--- src/ovuv_reaction_regs.vh ---
// Constants for the output over/undervoltage fault reaction block.
// Assumes the configuration bytes arrive from the command decoder as plain ports.
`ifndef OVUV_REACTION_REGS_VH
`define OVUV_REACTION_REGS_VH

// ****************************************
// Reaction configuration byte fields
// ****************************************
`define ACT_HI 7
`define ACT_LO 6
`define RETRY_HI 5
`define RETRY_LO 3
`define DEGL_HI 2
`define DEGL_LO 0
`define ACT_CONTINUE 2'h0
`define ACT_DEGLITCH 2'h1
`define RETRY_NONE 3'h0
`define DEGL_NONE 3'h0

// ****************************************
// Status bit positions
// ****************************************
`define VOUT_OV_FAULT_BIT 7
`define VOUT_UV_FAULT_BIT 4
`define STATUS_VOUT_RESET 8'h00

// ****************************************
// Timing
// ****************************************
`define CLK_HZ 50000000
`define SAMPLE_PERIOD_NS 12200
`define TOFF_MAX_MS 16'h332c

`endif

--- src/output_voltage_fault_reaction.v ---
// Fault reaction for the eight fast output voltage supervisors.
// Assumes comparator trips and on/off requests arrive from outside the CLK domain and
// are synchronised here; config and the per-channel clear pulse come from CLK logic.
// What this block does
// - OV fault sets byte summary; any fault sets word and vout bits
// - Fault pulls the active-low alert line low
// - Odd current-sense channels ignore OV/UV entirely
// - Action 00b keeps channel running
// - Action 01b shuts down if fault persists
// - Action 1Xb shuts down, immediate or sequenced
// - After shutdown apply retry field policy
// - Retry 000b stays off until cleared
// - Retry nonzero restarts up to global limit
// - Restarts stop on command off or fault
// - Deglitch field counts ignored supervisor samples
// - Deglitch 000b turns off immediately
// - Deglitch 1-7 turns off after samples
// - Sequenced off waits turn-off delay, capped
`timescale 1ns/1ps
`include "ovuv_reaction_regs.vh"

module output_voltage_fault_reaction #(
    parameter CHANNELS = 8,
    parameter SAMPLE_CYCLES = (`SAMPLE_PERIOD_NS * (`CLK_HZ / 1000000)) / 1000,
    parameter TOFF_UNIT_CYCLES = `CLK_HZ / 1000
)(
    // Clock and reset
    input wire CLK,
    input wire RESET,
    // Supervisor comparator trips, one bit per channel
    input wire [7:0] OV_TRIP,
    input wire [7:0] UV_TRIP,
    // Channel control
    input wire [7:0] CHAN_ON_PIN,
    input wire [7:0] CHAN_ON_CMD,
    input wire [7:0] CURRENT_MODE,
    input wire [7:0] SEQ_OFF_MODE,
    input wire [7:0] STATUS_CLEAR,
    // Configuration: one byte per channel per reaction, plus global retry limit and turn-off delay
    input wire [63:0] OV_REACTION_CFG,
    input wire [63:0] UV_REACTION_CFG,
    input wire [2:0] RETRY_LIMIT,
    input wire [15:0] TOFF_DELAY_MS,
    // Outputs
    output reg [7:0] CHAN_ENABLE,
    output reg [63:0] STATUS_VOUT,
    output reg STATUS_BYTE_VOUT_OV,
    output reg STATUS_WORD_VOUT,
    output reg ALERT_LINE_N
);

    // ****************************************
    // Channel states
    // ****************************************
    // RUN: converter enabled and supervised.
    // SEQ: shutdown decided, enable held until the turn-off wait runs out.
    // OFF: converter disabled after a fault, waiting for a retry or a clear.
    // IDLE: commanded off; also the state after reset.
    localparam ST_RUN = 2'h0;
    localparam ST_SEQ = 2'h1;
    localparam ST_OFF = 2'h2;
    localparam ST_IDLE = 2'h3;

    // ****************************************
    // Input synchronisers
    // ****************************************
    reg [7:0] ov_s1_r, ov_s2_r, uv_s1_r, uv_s2_r, pin_s1_r, pin_s2_r, cmd_s1_r, cmd_s2_r;
    always @(posedge CLK)
    begin
        ov_s1_r <= OV_TRIP;
        ov_s2_r <= ov_s1_r;
        uv_s1_r <= UV_TRIP;
        uv_s2_r <= uv_s1_r;
        pin_s1_r <= CHAN_ON_PIN;
        pin_s2_r <= pin_s1_r;
        cmd_s1_r <= CHAN_ON_CMD;
        cmd_s2_r <= cmd_s1_r;
    end

    // ****************************************
    // Supervisor sample tick
    // ****************************************
    reg [15:0] samp_cnt_r;
    reg samp_tick_r;
    // Toff unit tick, one per millisecond
    reg [31:0] ms_cnt_r;
    reg ms_tick_r;
    always @(posedge CLK)
    begin
        if (RESET)
        begin
            samp_cnt_r <= 16'h0000;
            samp_tick_r <= 1'b0;
            ms_cnt_r <= 32'h00000000;
            ms_tick_r <= 1'b0;
        end
        else
        begin
            samp_tick_r <= (samp_cnt_r == SAMPLE_CYCLES[15:0] - 16'h0001);
            samp_cnt_r <= (samp_cnt_r == SAMPLE_CYCLES[15:0] - 16'h0001) ? 16'h0000
                : samp_cnt_r + 16'h0001;
            ms_tick_r <= (ms_cnt_r == TOFF_UNIT_CYCLES - 1);
            ms_cnt_r <= (ms_cnt_r == TOFF_UNIT_CYCLES - 1) ? 32'h00000000
                : ms_cnt_r + 32'h00000001;
        end
    end

    // ****************************************
    // Turn-off delay clamp
    // ****************************************
    // clamp the turn-off wait to its ceiling
    wire [15:0] toff_lim = (TOFF_DELAY_MS > `TOFF_MAX_MS) ? `TOFF_MAX_MS : TOFF_DELAY_MS;

    wire [7:0] any_fault;
    wire [7:0] vout_new;

    // ****************************************
    // Per-channel reaction
    // ****************************************
    // Each channel keeps its own deglitch counters, retry count and turn-off
    // counter, so a fault on one rail never disturbs the timing of another.
    // The retry count is set to 7 when retries run out or the retry field is 000b, which marks a channel that must not
    // restart again until a clear arrives with the fault gone.
    genvar g;
    generate
        for (g = 0; g < CHANNELS; g = g + 1)
        begin : chan
            wire [7:0] ovc = OV_REACTION_CFG[g*8 +: 8];
            wire [7:0] uvc = UV_REACTION_CFG[g*8 +: 8];
            // only odd channels can be in current mode
            wire muted = CURRENT_MODE[g] && (g % 2 == 1);
            wire ov = ov_s2_r[g] && !muted;
            wire uv = uv_s2_r[g] && !muted;
            wire on_req = pin_s2_r[g] && cmd_s2_r[g];
            reg [2:0] ov_cnt_r, uv_cnt_r;
            reg [1:0] st_r;
            reg [2:0] tries_r;
            reg [15:0] toff_cnt_r;
            reg [7:0] stat_r;
            reg ov_shut, uv_shut;
            // each reaction has its own counter and byte
            always @*
            begin
                ov_shut = 1'b0;
                uv_shut = 1'b0;
                if (ov && ovc[`ACT_HI:`ACT_LO] != `ACT_CONTINUE)
                    // zero deglitch or action 1Xb shuts at once
                    ov_shut = ovc[`ACT_HI] || ovc[`DEGL_HI:`DEGL_LO] == `DEGL_NONE ||
                        (samp_tick_r && ov_cnt_r + 3'h1 >= ovc[`DEGL_HI:`DEGL_LO]);
                if (uv && uvc[`ACT_HI:`ACT_LO] != `ACT_CONTINUE)
                    uv_shut = uvc[`ACT_HI] || uvc[`DEGL_HI:`DEGL_LO] == `DEGL_NONE ||
                        (samp_tick_r && uv_cnt_r + 3'h1 >= uvc[`DEGL_HI:`DEGL_LO]);
            end
            wire shut = (ov_shut || uv_shut) && (st_r == ST_RUN);
            wire [2:0] retry_f = ov_shut ? ovc[`RETRY_HI:`RETRY_LO] : uvc[`RETRY_HI:`RETRY_LO];
            // style chooses sequenced or immediate off
            wire seq = (ov_shut ? ovc[`ACT_HI:`ACT_LO] : uvc[`ACT_HI:`ACT_LO]) != 2'h0
                && SEQ_OFF_MODE[g];
            assign any_fault[g] = ov || uv;
            // Live overvoltage, so the OV summary rises before the sticky bit lands
            assign vout_new[g] = ov;
            always @(posedge CLK)
            begin
                if (RESET)
                begin
                    ov_cnt_r <= 3'h0;
                    uv_cnt_r <= 3'h0;
                    st_r <= ST_IDLE;
                    tries_r <= 3'h0;
                    toff_cnt_r <= 16'h0000;
                    stat_r <= `STATUS_VOUT_RESET;
                end
                else
                begin
                    // Counters saturate at 7: the deglitch field cannot ask for more,
                    // and a wrap would restart the ignore window of a lasting fault.
                    // count samples while the fault persists
                    // fault gone before expiry resets the count
                    if (!ov)
                        ov_cnt_r <= 3'h0;
                    else if (samp_tick_r && ov_cnt_r != 3'h7)
                        ov_cnt_r <= ov_cnt_r + 3'h1;
                    if (!uv)
                        uv_cnt_r <= 3'h0;
                    else if (samp_tick_r && uv_cnt_r != 3'h7)
                        uv_cnt_r <= uv_cnt_r + 3'h1;
                    // set wins over a clear in the same cycle
                    stat_r[`VOUT_OV_FAULT_BIT] <= ov ||
                        (stat_r[`VOUT_OV_FAULT_BIT] && !STATUS_CLEAR[g]);
                    stat_r[`VOUT_UV_FAULT_BIT] <= uv ||
                        (stat_r[`VOUT_UV_FAULT_BIT] && !STATUS_CLEAR[g]);
                    case (st_r)
                        ST_IDLE:
                        begin
                            tries_r <= 3'h0;
                            if (on_req)
                                st_r <= ST_RUN;
                        end
                        ST_RUN:
                        begin
                            if (!on_req)
                                st_r <= ST_IDLE;
                            else if (shut)
                            begin
                                if (retry_f != `RETRY_NONE && tries_r < RETRY_LIMIT)
                                    tries_r <= tries_r + 3'h1;
                                else
                                    tries_r <= 3'h7;
                                toff_cnt_r <= toff_lim;
                                st_r <= seq ? ST_SEQ : ST_OFF;
                            end
                        end
                        ST_SEQ:
                        begin
                            if (toff_cnt_r == 16'h0000)
                                st_r <= ST_OFF;
                            else if (ms_tick_r)
                                toff_cnt_r <= toff_cnt_r - 16'h0001;
                        end
                        default:
                        begin
                            // A restart is only tried once both comparators are quiet;
                            // restarting into a standing fault would just trip again.
                            // commanded off ends retries
                            if (!on_req)
                                st_r <= ST_IDLE;
                            // no restart while the fault stands
                            // restart only within the global count
                            else if (!(ov || uv) && tries_r != 3'h7 && tries_r <= RETRY_LIMIT
                                && !(stat_r != 8'h00 && tries_r == 3'h0))
                                st_r <= ST_RUN;
                            else if (!(ov || uv) && STATUS_CLEAR[g])
                            begin
                                tries_r <= 3'h0;
                                st_r <= ST_RUN;
                            end
                        end
                    endcase
                end
            end
            // Immediate shutdown drops the enable in the same cycle as the state change,
            // one clock earlier than waiting for the OFF state to reach the output.
            always @(posedge CLK)
            begin
                if (RESET)
                begin
                    CHAN_ENABLE[g] <= 1'b0;
                    STATUS_VOUT[g*8 +: 8] <= `STATUS_VOUT_RESET;
                end
                else
                begin
                    CHAN_ENABLE[g] <= (st_r == ST_RUN || st_r == ST_SEQ) && !(shut && !seq);
                    STATUS_VOUT[g*8 +: 8] <= stat_r;
                end
            end
        end
    endgenerate

    // ****************************************
    // Summary status and alert
    // ****************************************
    // Summaries read the registered status, so they trail the channel bits
    // by one clock; live faults are added so the alert is not delayed further.
    reg [7:0] sum_r;
    reg [7:0] ov_sum_r;
    integer i;
    always @*
    begin
        sum_r = 8'h00;
        ov_sum_r = 8'h00;
        for (i = 0; i < CHANNELS; i = i + 1)
        begin
            ov_sum_r[i] = STATUS_VOUT[i*8 + `VOUT_OV_FAULT_BIT];
            sum_r[i] = ov_sum_r[i] | STATUS_VOUT[i*8 + `VOUT_UV_FAULT_BIT];
        end
    end

    always @(posedge CLK)
    begin
        if (RESET)
        begin
            STATUS_BYTE_VOUT_OV <= 1'b0;
            STATUS_WORD_VOUT <= 1'b0;
            ALERT_LINE_N <= 1'b1;
        end
        else
        begin
            // summary bits follow the sticky channel bits
            STATUS_BYTE_VOUT_OV <= |ov_sum_r || |vout_new;
            STATUS_WORD_VOUT <= |sum_r || |any_fault;
            // alert held low while any flag stands
            ALERT_LINE_N <= !(|sum_r || |any_fault);
        end
    end

endmodule // output_voltage_fault_reaction

--- config.mk ---
export PLATFORM = sky130hd
export DESIGN_NAME = output_voltage_fault_reaction
export DESIGN_NICKNAME = d
export VERILOG_FILES = /design/src/output_voltage_fault_reaction.v
export VERILOG_INCLUDE_DIRS = /design/src
export SDC_FILE = /design/constraint.sdc
export NUM_CORES = 1
export LEC_CHECK = 0
export BUFFER_PORTS_ARGS = -buffer_cell sky130_fd_sc_hd__clkbuf_2
export CAP_MARGIN = 20
export CELL_PAD_IN_SITES_DETAIL_PLACEMENT = 1
export CELL_PAD_IN_SITES_GLOBAL_PLACEMENT = 1
export CORE_MARGIN = 3
export CORE_UTILIZATION = 44
export DETAILED_ROUTE_END_ITERATION = 6
export PLACE_DENSITY = 0.9
export REMOVE_ABC_BUFFERS = 1
export SETUP_SLACK_MARGIN = 0.4
export SLEW_MARGIN = 15
export SYNTH_ARGS = -nofsm -noshare
export SYNTH_HDL_FRONTEND = slang
export SYNTH_SLANG_ARGS = --single-unit
--- constraint.sdc ---
create_clock -name CLK -period 3.6 [get_ports CLK]
set_input_delay 0.54 -clock CLK [delete_from_list [all_inputs] [get_ports CLK]]
set_output_delay 0.54 -clock CLK [all_outputs]
set_load 0.03 [all_outputs]
# After elaboration in Yosys (flattened, before gate mapping)
# Cells that the tools add are included.
[word_totals]
out_inout_bits = 75
elab_cells = 922
reg_bits = 373
[op_classes]
n_mux = 201
bitwise_logic = 32
n_eq_ne = 114
add_sub_neg = 34
n_reduce_logical = 429
order_cmp = 33
[op_table]
columns = ["operator", "n"]
rows = [
  ["$mux W16", 33],
  ["$pmux W16 S2", 8],
  ["$mux W3", 56],
  ["$logic_and A1 B1 Y1", 160],
  ["$mux W2", 72],
  ["$logic_not A16 Y1", 8],
  ["$sub A16 B1 Y16 const B", 8],
  ["$ne A2 B2 Y1 const B", 48],
  ["$ne A3 B3 Y1 const B", 32],
  ["$reduce_bool A2 Y1", 40],
  ["$logic_or A1 B1 Y1", 74],
  ["$add A3 B1 Y3 const B", 24],
  ["$logic_not A3 Y1", 24],
  ["$pmux W3 S3", 8],
  ["$reduce_bool A8 Y1", 8],
  ["$ge A3 B3 Y1", 16],
  ["$ne A6 B1 Y1 const B", 8],
  ["$pmux W2 S3", 8],
  ["$reduce_and A6 Y1", 8],
  ["$reduce_bool A3 Y1", 16],
  ["$logic_not A1 Y1", 45],
  ["$reduce_and A5 Y1", 8],
  ["$reduce_or A2 Y1", 18],
  ["$add A32 B1 Y32 const B", 1],
  ["16 further kinds", 112],
]

# Logic depth before layout (Yosys ltp)
[depth]
word_depth = 12
mapped_depth = 11

# Least setup slack after synthesis
# OpenSTA, ideal clock, no wires.
[synth_timing]
kind = "register to register"
startpoint = "register chan[6].ov_cnt_r[0]"
endpoint = "register chan[6].toff_cnt_r[2]"
setup_slack_ns = 0.979
setup_ns = 0.092
arrival_time_ns = 2.528
path_buffers = 2
path_stages_with_launch = 12
t_required_ns = 3.508
cell_sequence = "dfxtp_1 ha_1 ha_1 ha_1 a21o_1 a31oi_1 o21ai_0 o21ai_0 clkbuf_1 clkbuf_1 a22oi_1 o32ai_1"
[synth_between]
elab_chain_len = 9
[synth_rtl]
columns = ["element", "line_no", "text"]
rows = [
  ["from (decl)", "output_voltage_fault_reaction.v:135", "reg [2:0] ov_cnt_r, uv_cnt_r;"],
  ["from (signal assigned)", "output_voltage_fault_reaction.v:182", "ov_cnt_r <= ov_cnt_r + 3'h1;"],
  ["$add A3 B1 Y3", "output_voltage_fault_reaction.v:149", "(samp_tick_r && ov_cnt_r + 3'h1 >= ovc[`DEGL_HI:`DEGL_LO]);"],
  ["$ge A3 B3 Y1", "output_voltage_fault_reaction.v:149", ""],
  ["$logic_and A1 B1 Y1", "output_voltage_fault_reaction.v:149", ""],
  ["$logic_or A1 B1 Y1", "output_voltage_fault_reaction.v:148", "ov_shut = ovc[`ACT_HI] || ovc[`DEGL_HI:`DEGL_LO] == `DEGL_NONE ||"],
  ["$mux W1", "output_voltage_fault_reaction.v:146", "if (ov && ovc[`ACT_HI:`ACT_LO] != `ACT_CONTINUE)"],
  ["$logic_or A1 B1 Y1", "output_voltage_fault_reaction.v:154", "wire shut = (ov_shut || uv_shut) && (st_r == ST_RUN);"],
  ["$logic_and A1 B1 Y1", "output_voltage_fault_reaction.v:154", ""],
  ["$ne A2 B2 Y1 (no line)", "-", ""],
  ["$reduce_and A5 Y1 (no line)", "-", ""],
  ["to (signal assigned)", "output_voltage_fault_reaction.v:209", "toff_cnt_r <= toff_lim;"],
  ["to (signal assigned)", "output_voltage_fault_reaction.v:218", "toff_cnt_r <= toff_cnt_r - 16'h0001;"],
  ["to (decl)", "output_voltage_fault_reaction.v:138", "reg [15:0] toff_cnt_r;"],
]
# Every way passes these cells.
# A chain may end at the register's enable or synchronous reset.

# Worst setup path after layout
[layout_timing]
startpoint = "register chan[2].ov_cnt_r[0]"
endpoint = "register chan[2].toff_cnt_r[9]"
[layout_between]
elab_chain_len = 9
[layout_rtl]
columns = ["element", "line_no"]
rows = [
  ["from (decl)", "output_voltage_fault_reaction.v:135"],
  ["from (signal assigned)", "output_voltage_fault_reaction.v:182"],
  ["$add A3 B1 Y3", "output_voltage_fault_reaction.v:149"],
  ["$ge A3 B3 Y1", "output_voltage_fault_reaction.v:149"],
  ["$logic_and A1 B1 Y1", "output_voltage_fault_reaction.v:149"],
  ["$logic_or A1 B1 Y1", "output_voltage_fault_reaction.v:148"],
  ["$mux W1", "output_voltage_fault_reaction.v:146"],
  ["$logic_or A1 B1 Y1", "output_voltage_fault_reaction.v:154"],
  ["$logic_and A1 B1 Y1", "output_voltage_fault_reaction.v:154"],
  ["$ne A2 B2 Y1 (no line)", "-"],
  ["$reduce_and A5 Y1 (no line)", "-"],
  ["to (signal assigned)", "output_voltage_fault_reaction.v:209"],
  ["to (signal assigned)", "output_voltage_fault_reaction.v:218"],
  ["to (decl)", "output_voltage_fault_reaction.v:138"],
]
# Every way passes these cells.

==> run_results.csv <==
group,metric,value,unit
timing,worst_pin_slew,983,ps
place,io_buffers,227,
drt,avgViaCountPerCell,6.18,
final_layout,multi_input_area,12700,sq um
drt,num_vias,21200,
global_route,grt_max_degree,80,
synth,synthCells,2604,
final_layout,nets,3142,
clock_tree,cts_made_buffers,44,
floorplan,dieWidth,226,um
power,sequentialPowerShare,0.387,
floorplan,core,47100,sq um
flow_run,maxCapViolations,0,
final_layout,finalNonFillerCells,3439,
power,powerDensity,493,nW/um^2
drt,route.final.wire_length,73.5,mm
synth,synthDistinctLibCells,95,
clock_tree,h-tree-depth,2,
clock_tree,cts.clk_slew.worst_paths,60,ps
power,p_sw,4010,uW
power,p_leak,0.0103,uW
power,swShare,0.334,
worst_setup_path,critPathCaptureType,"flop",
synth,synth_top_area_share,0.351,
power,vdd_ir_drop_max,339,uV
synth,yosys_register_bits,373,
clock_tree,cts_setup_buffers,0,
global_route,grt_first_pass_wirelength,116,mm
floorplan,ios,280,
timing,rsz0062_at_grt,"no",
synth,yosys_most_used_dff,"dfxtp_1",
drt,wl_per_cell,21.4,um
worst_setup_path,worstSetupPathType,"reg2reg",
timing,max_slew_margin,0.344,
synth,synth_edf_count,0,
worst_setup_path,arrival,3450,ps
global_route,grt_pass1_vias,22500,
run_status,status,"complete, no violations",
final_layout,fillCellCount,5737,
clock_tree,clock_latency,580,ps
place,gp_congestion,0.886,
clock_tree,holdBufCountCts,0,
clock_tree,cts_tree,"done",
synth,async_flop_share,0,
global_route,grt.overflow.total,0,
drt,drc,0,
floorplan,die_area,51000,sq um
power,p_comb_frac,0.233,
synth,yosysTopAreaCell,"dfxtp_1",
global_route,antenna_found_initial,5,
global_route,grt_use_total,0.277,
worst_setup_path,crit_required,4040,ps
synth,syn_area,21300,sq um
timing,finalCritPeriodShare,0.836,
drt,dr.pass1.iters,5,
synth,synth.avg_cell_area,8.16,sq um
place,dp.cells,3355,
synth,ys_top_cells_by_area,"dfxtp_1 (35%), ha_1 (8.4%), nor2_1 (4.9%)",
timing,fin_skew,15.9,ps
worst_setup_path,worstPathMaxFanout,11,
power,internal_power,7990,uW
synth,ys_seq_area_frac,0.351,
clock_tree,ctsLongestPathBuffers,3,
clock_tree,clockRootBuffer,"clkbuf_16",
final_layout,seq_area,7470,sq um
final_layout,final_util,0.516,
timing,final-setup-viol-count,0,
clock_tree,cts_sinks,373,
min_path,hp-class,"in2reg",
power,clkPwrFrac,0.381,
floorplan,rows,79,
timing,hold_slack,54.2,ps
floorplan,initial_core_util,0.451,
synth,yosys_warnings,0,
timing,finalHoldViolCount,0,
drt,drt_iter0_drc,1458,
floorplan,die_h,226,um
drt,drtAntennaViolNets,0,
place,place_hpwl,51.7,mm
timing,maxSlewViolCount,0,
worst_setup_path,crit_path_start_kind,"flop",
final_layout,drive_gt1_frac,0.141,
final_layout,area_growth,14.6,%
timing,fin_crit,3010,ps
timing,max_freq,332,MHz
## per-stage QoR
step / setup slack, ps / cell area (sq um) / total power [uW] / setup TNS (ps)
final: 589 / 24400 / 12000 / 0
after global routing: 392 / 24400 / 12500 / 0
after CTS: 501 / 24300 / 12000 / 0
after detailed placement: 511 / 22900 / 7410 / 0
after global placement: 709 / 22900 / 7230 / 0
after floorplan: -10.5 / 20600 / 6450 / -31.4
## repair_timing
item / 4_1_cts / 5_1_grt
gates resized for setup: 0 / 7
endpoints found under the setup margin: 0 / 38
endpoints found under the hold margin: 0 / 0
## flip-flops by register name (all words and copies together), names as in the netlist, 16 cells and up
name	cells
STATUS_VOUT	16
chan.tries_r	24
chan.stat_r	16
chan.toff_cnt_r	128
chan.uv_cnt_r	24
chan.st_r	16
ms_cnt_r	32
samp_cnt_r	16
chan.ov_cnt_r	24
## area by class of cell
class	count	share of cell area
clock buffers	65	0.0534
diodes	2	0.000206
clock inverters	17	0.00673
flip-flops and latches	373	0.307
repair buffers	274	0.0624
well taps	607	0.0312
multi-input cells	1978	0.520
inverters	123	0.0190
## routing by layer
layer	track usage	routed length [um]
met2	0.487	36000
met4	0.129	3070
met1	0.328	29500
met3	0.0506	4840
met5	0	54
## power by group through the flow
| stage | Sequential, uW | Clock [uW] | Combinational [uW] |
|---|---|---|---|
| after global placement | 4690 | 0 | 2540 |
| final | 4640 | 4560 | 2790 |
| after global routing | 4670 | 4790 | 3050 |
| after floorplan | 4670 | 0 | 1780 |
| after detailed placement | 4720 | 0 | 2700 |
| after CTS | 4630 | 4630 | 2740 |
## kinds of logic (layout without fill, tap and decap cells)
| family | count (synthesis) | in the layout | synth area share |
|---|---|---|---|
| XOR/XNOR | 59 | 59 | 0.0243 |
| flip-flops | 373 | 373 | 0.351 |
| buffers and inverters | 300 | 479 | 0.0625 |
| AND/OR/NAND/NOR | 959 | 959 | 0.227 |
| multiplexers | 53 | 53 | 0.0253 |
| other | 1 | 50 | 0.000176 |
| adder cells (fa/ha/maj) | 143 | 143 | 0.0842 |
| AO/OA/AOI/OAI | 716 | 716 | 0.226 |
## critical path, cell delays in order, from the launching register on
cell,delay [ps]
dfxtp_1,350
ha_1,220
ha_1,320
ha_1,310
a21o_1,170
a31oi_1,230
o21ai_1,240
o21a_2,360
nor2_1,350
buf_4,230
o32ai_1,100
## cell usage after synthesis (9+ instances only)
library cell  number
or4_1             17
ha_1             143
a211oi_1          27
a221oi_1          10
mux2i_1           48
nand3_1           69
buf_1             11
o31ai_1           37
or3_1             27
nand2_1          191
buf_2             10
a21oi_1          207
a31o_2            14
dfxtp_1          373
o22ai_1           11
o311ai_0          18
nor2_1           279
a32oi_1            9
xor2_1            24
nand2b_1          40
o211ai_1          12
and2_1            16
a22oi_1           14
o21ai_0          118
nor4b_1           15
o21a_1            14
nor2b_1           60
buf_4             48
and3_1            20
nor4_1            42
a31oi_1           38
clkbuf_1         106
inv_1            121
nor3_1           110
o41ai_1            9
a21o_1            16
xnor2_1           35
o32ai_1           47
o2bb2ai_1         12
nand4_1           20
o31a_1            10
## worst paths after layout
path	startpoint	end	slack [ps]	cells past startpoint
setup / recovery	chan[2].ov_cnt_r[0]$_SDFFE_PP0P_	chan[2].toff_cnt_r[9]$_SDFFE_PP0P_	590	10
hold / removal	UV_TRIP[7]	uv_s1_r[7]$_DFF_P_	50	1
setup reg to reg	chan[2].ov_cnt_r[0]$_SDFFE_PP0P_	chan[2].toff_cnt_r[9]$_SDFFE_PP0P_	590	10
hold reg to reg	ov_s1_r[6]$_DFF_P_	ov_s2_r[6]$_DFF_P_	320	0
## cells in the final DEF, fill, tap and decap left out, types with 13 or more instances in the layout
master and n:
dfxtp_1 373, a21o_1 16, clkbuf_2 226, or3_1 27, a211oi_1 27, a22oi_1 14, nor4_1 42, o31ai_1 36
nor2_1 278, buf_4 45, nand4_1 20, ha_1 143, and2_1 16, o32ai_1 47, a31o_2 14, clkbuf_16 45
nor3_1 109, nand3_1 69, o21ai_0 116, nor4b_1 15, a31oi_1 38, conb_1 48, xor2_1 24, a21oi_1 205
nand2_1 191, xnor2_1 35, inv_1 121, o21a_1 13, nor2b_1 60, mux2i_1 48, nand2b_1 40, and3_1 20
o311ai_0 18, or4_1 17
No activity file was read; power rests on OpenSTA's default activity.
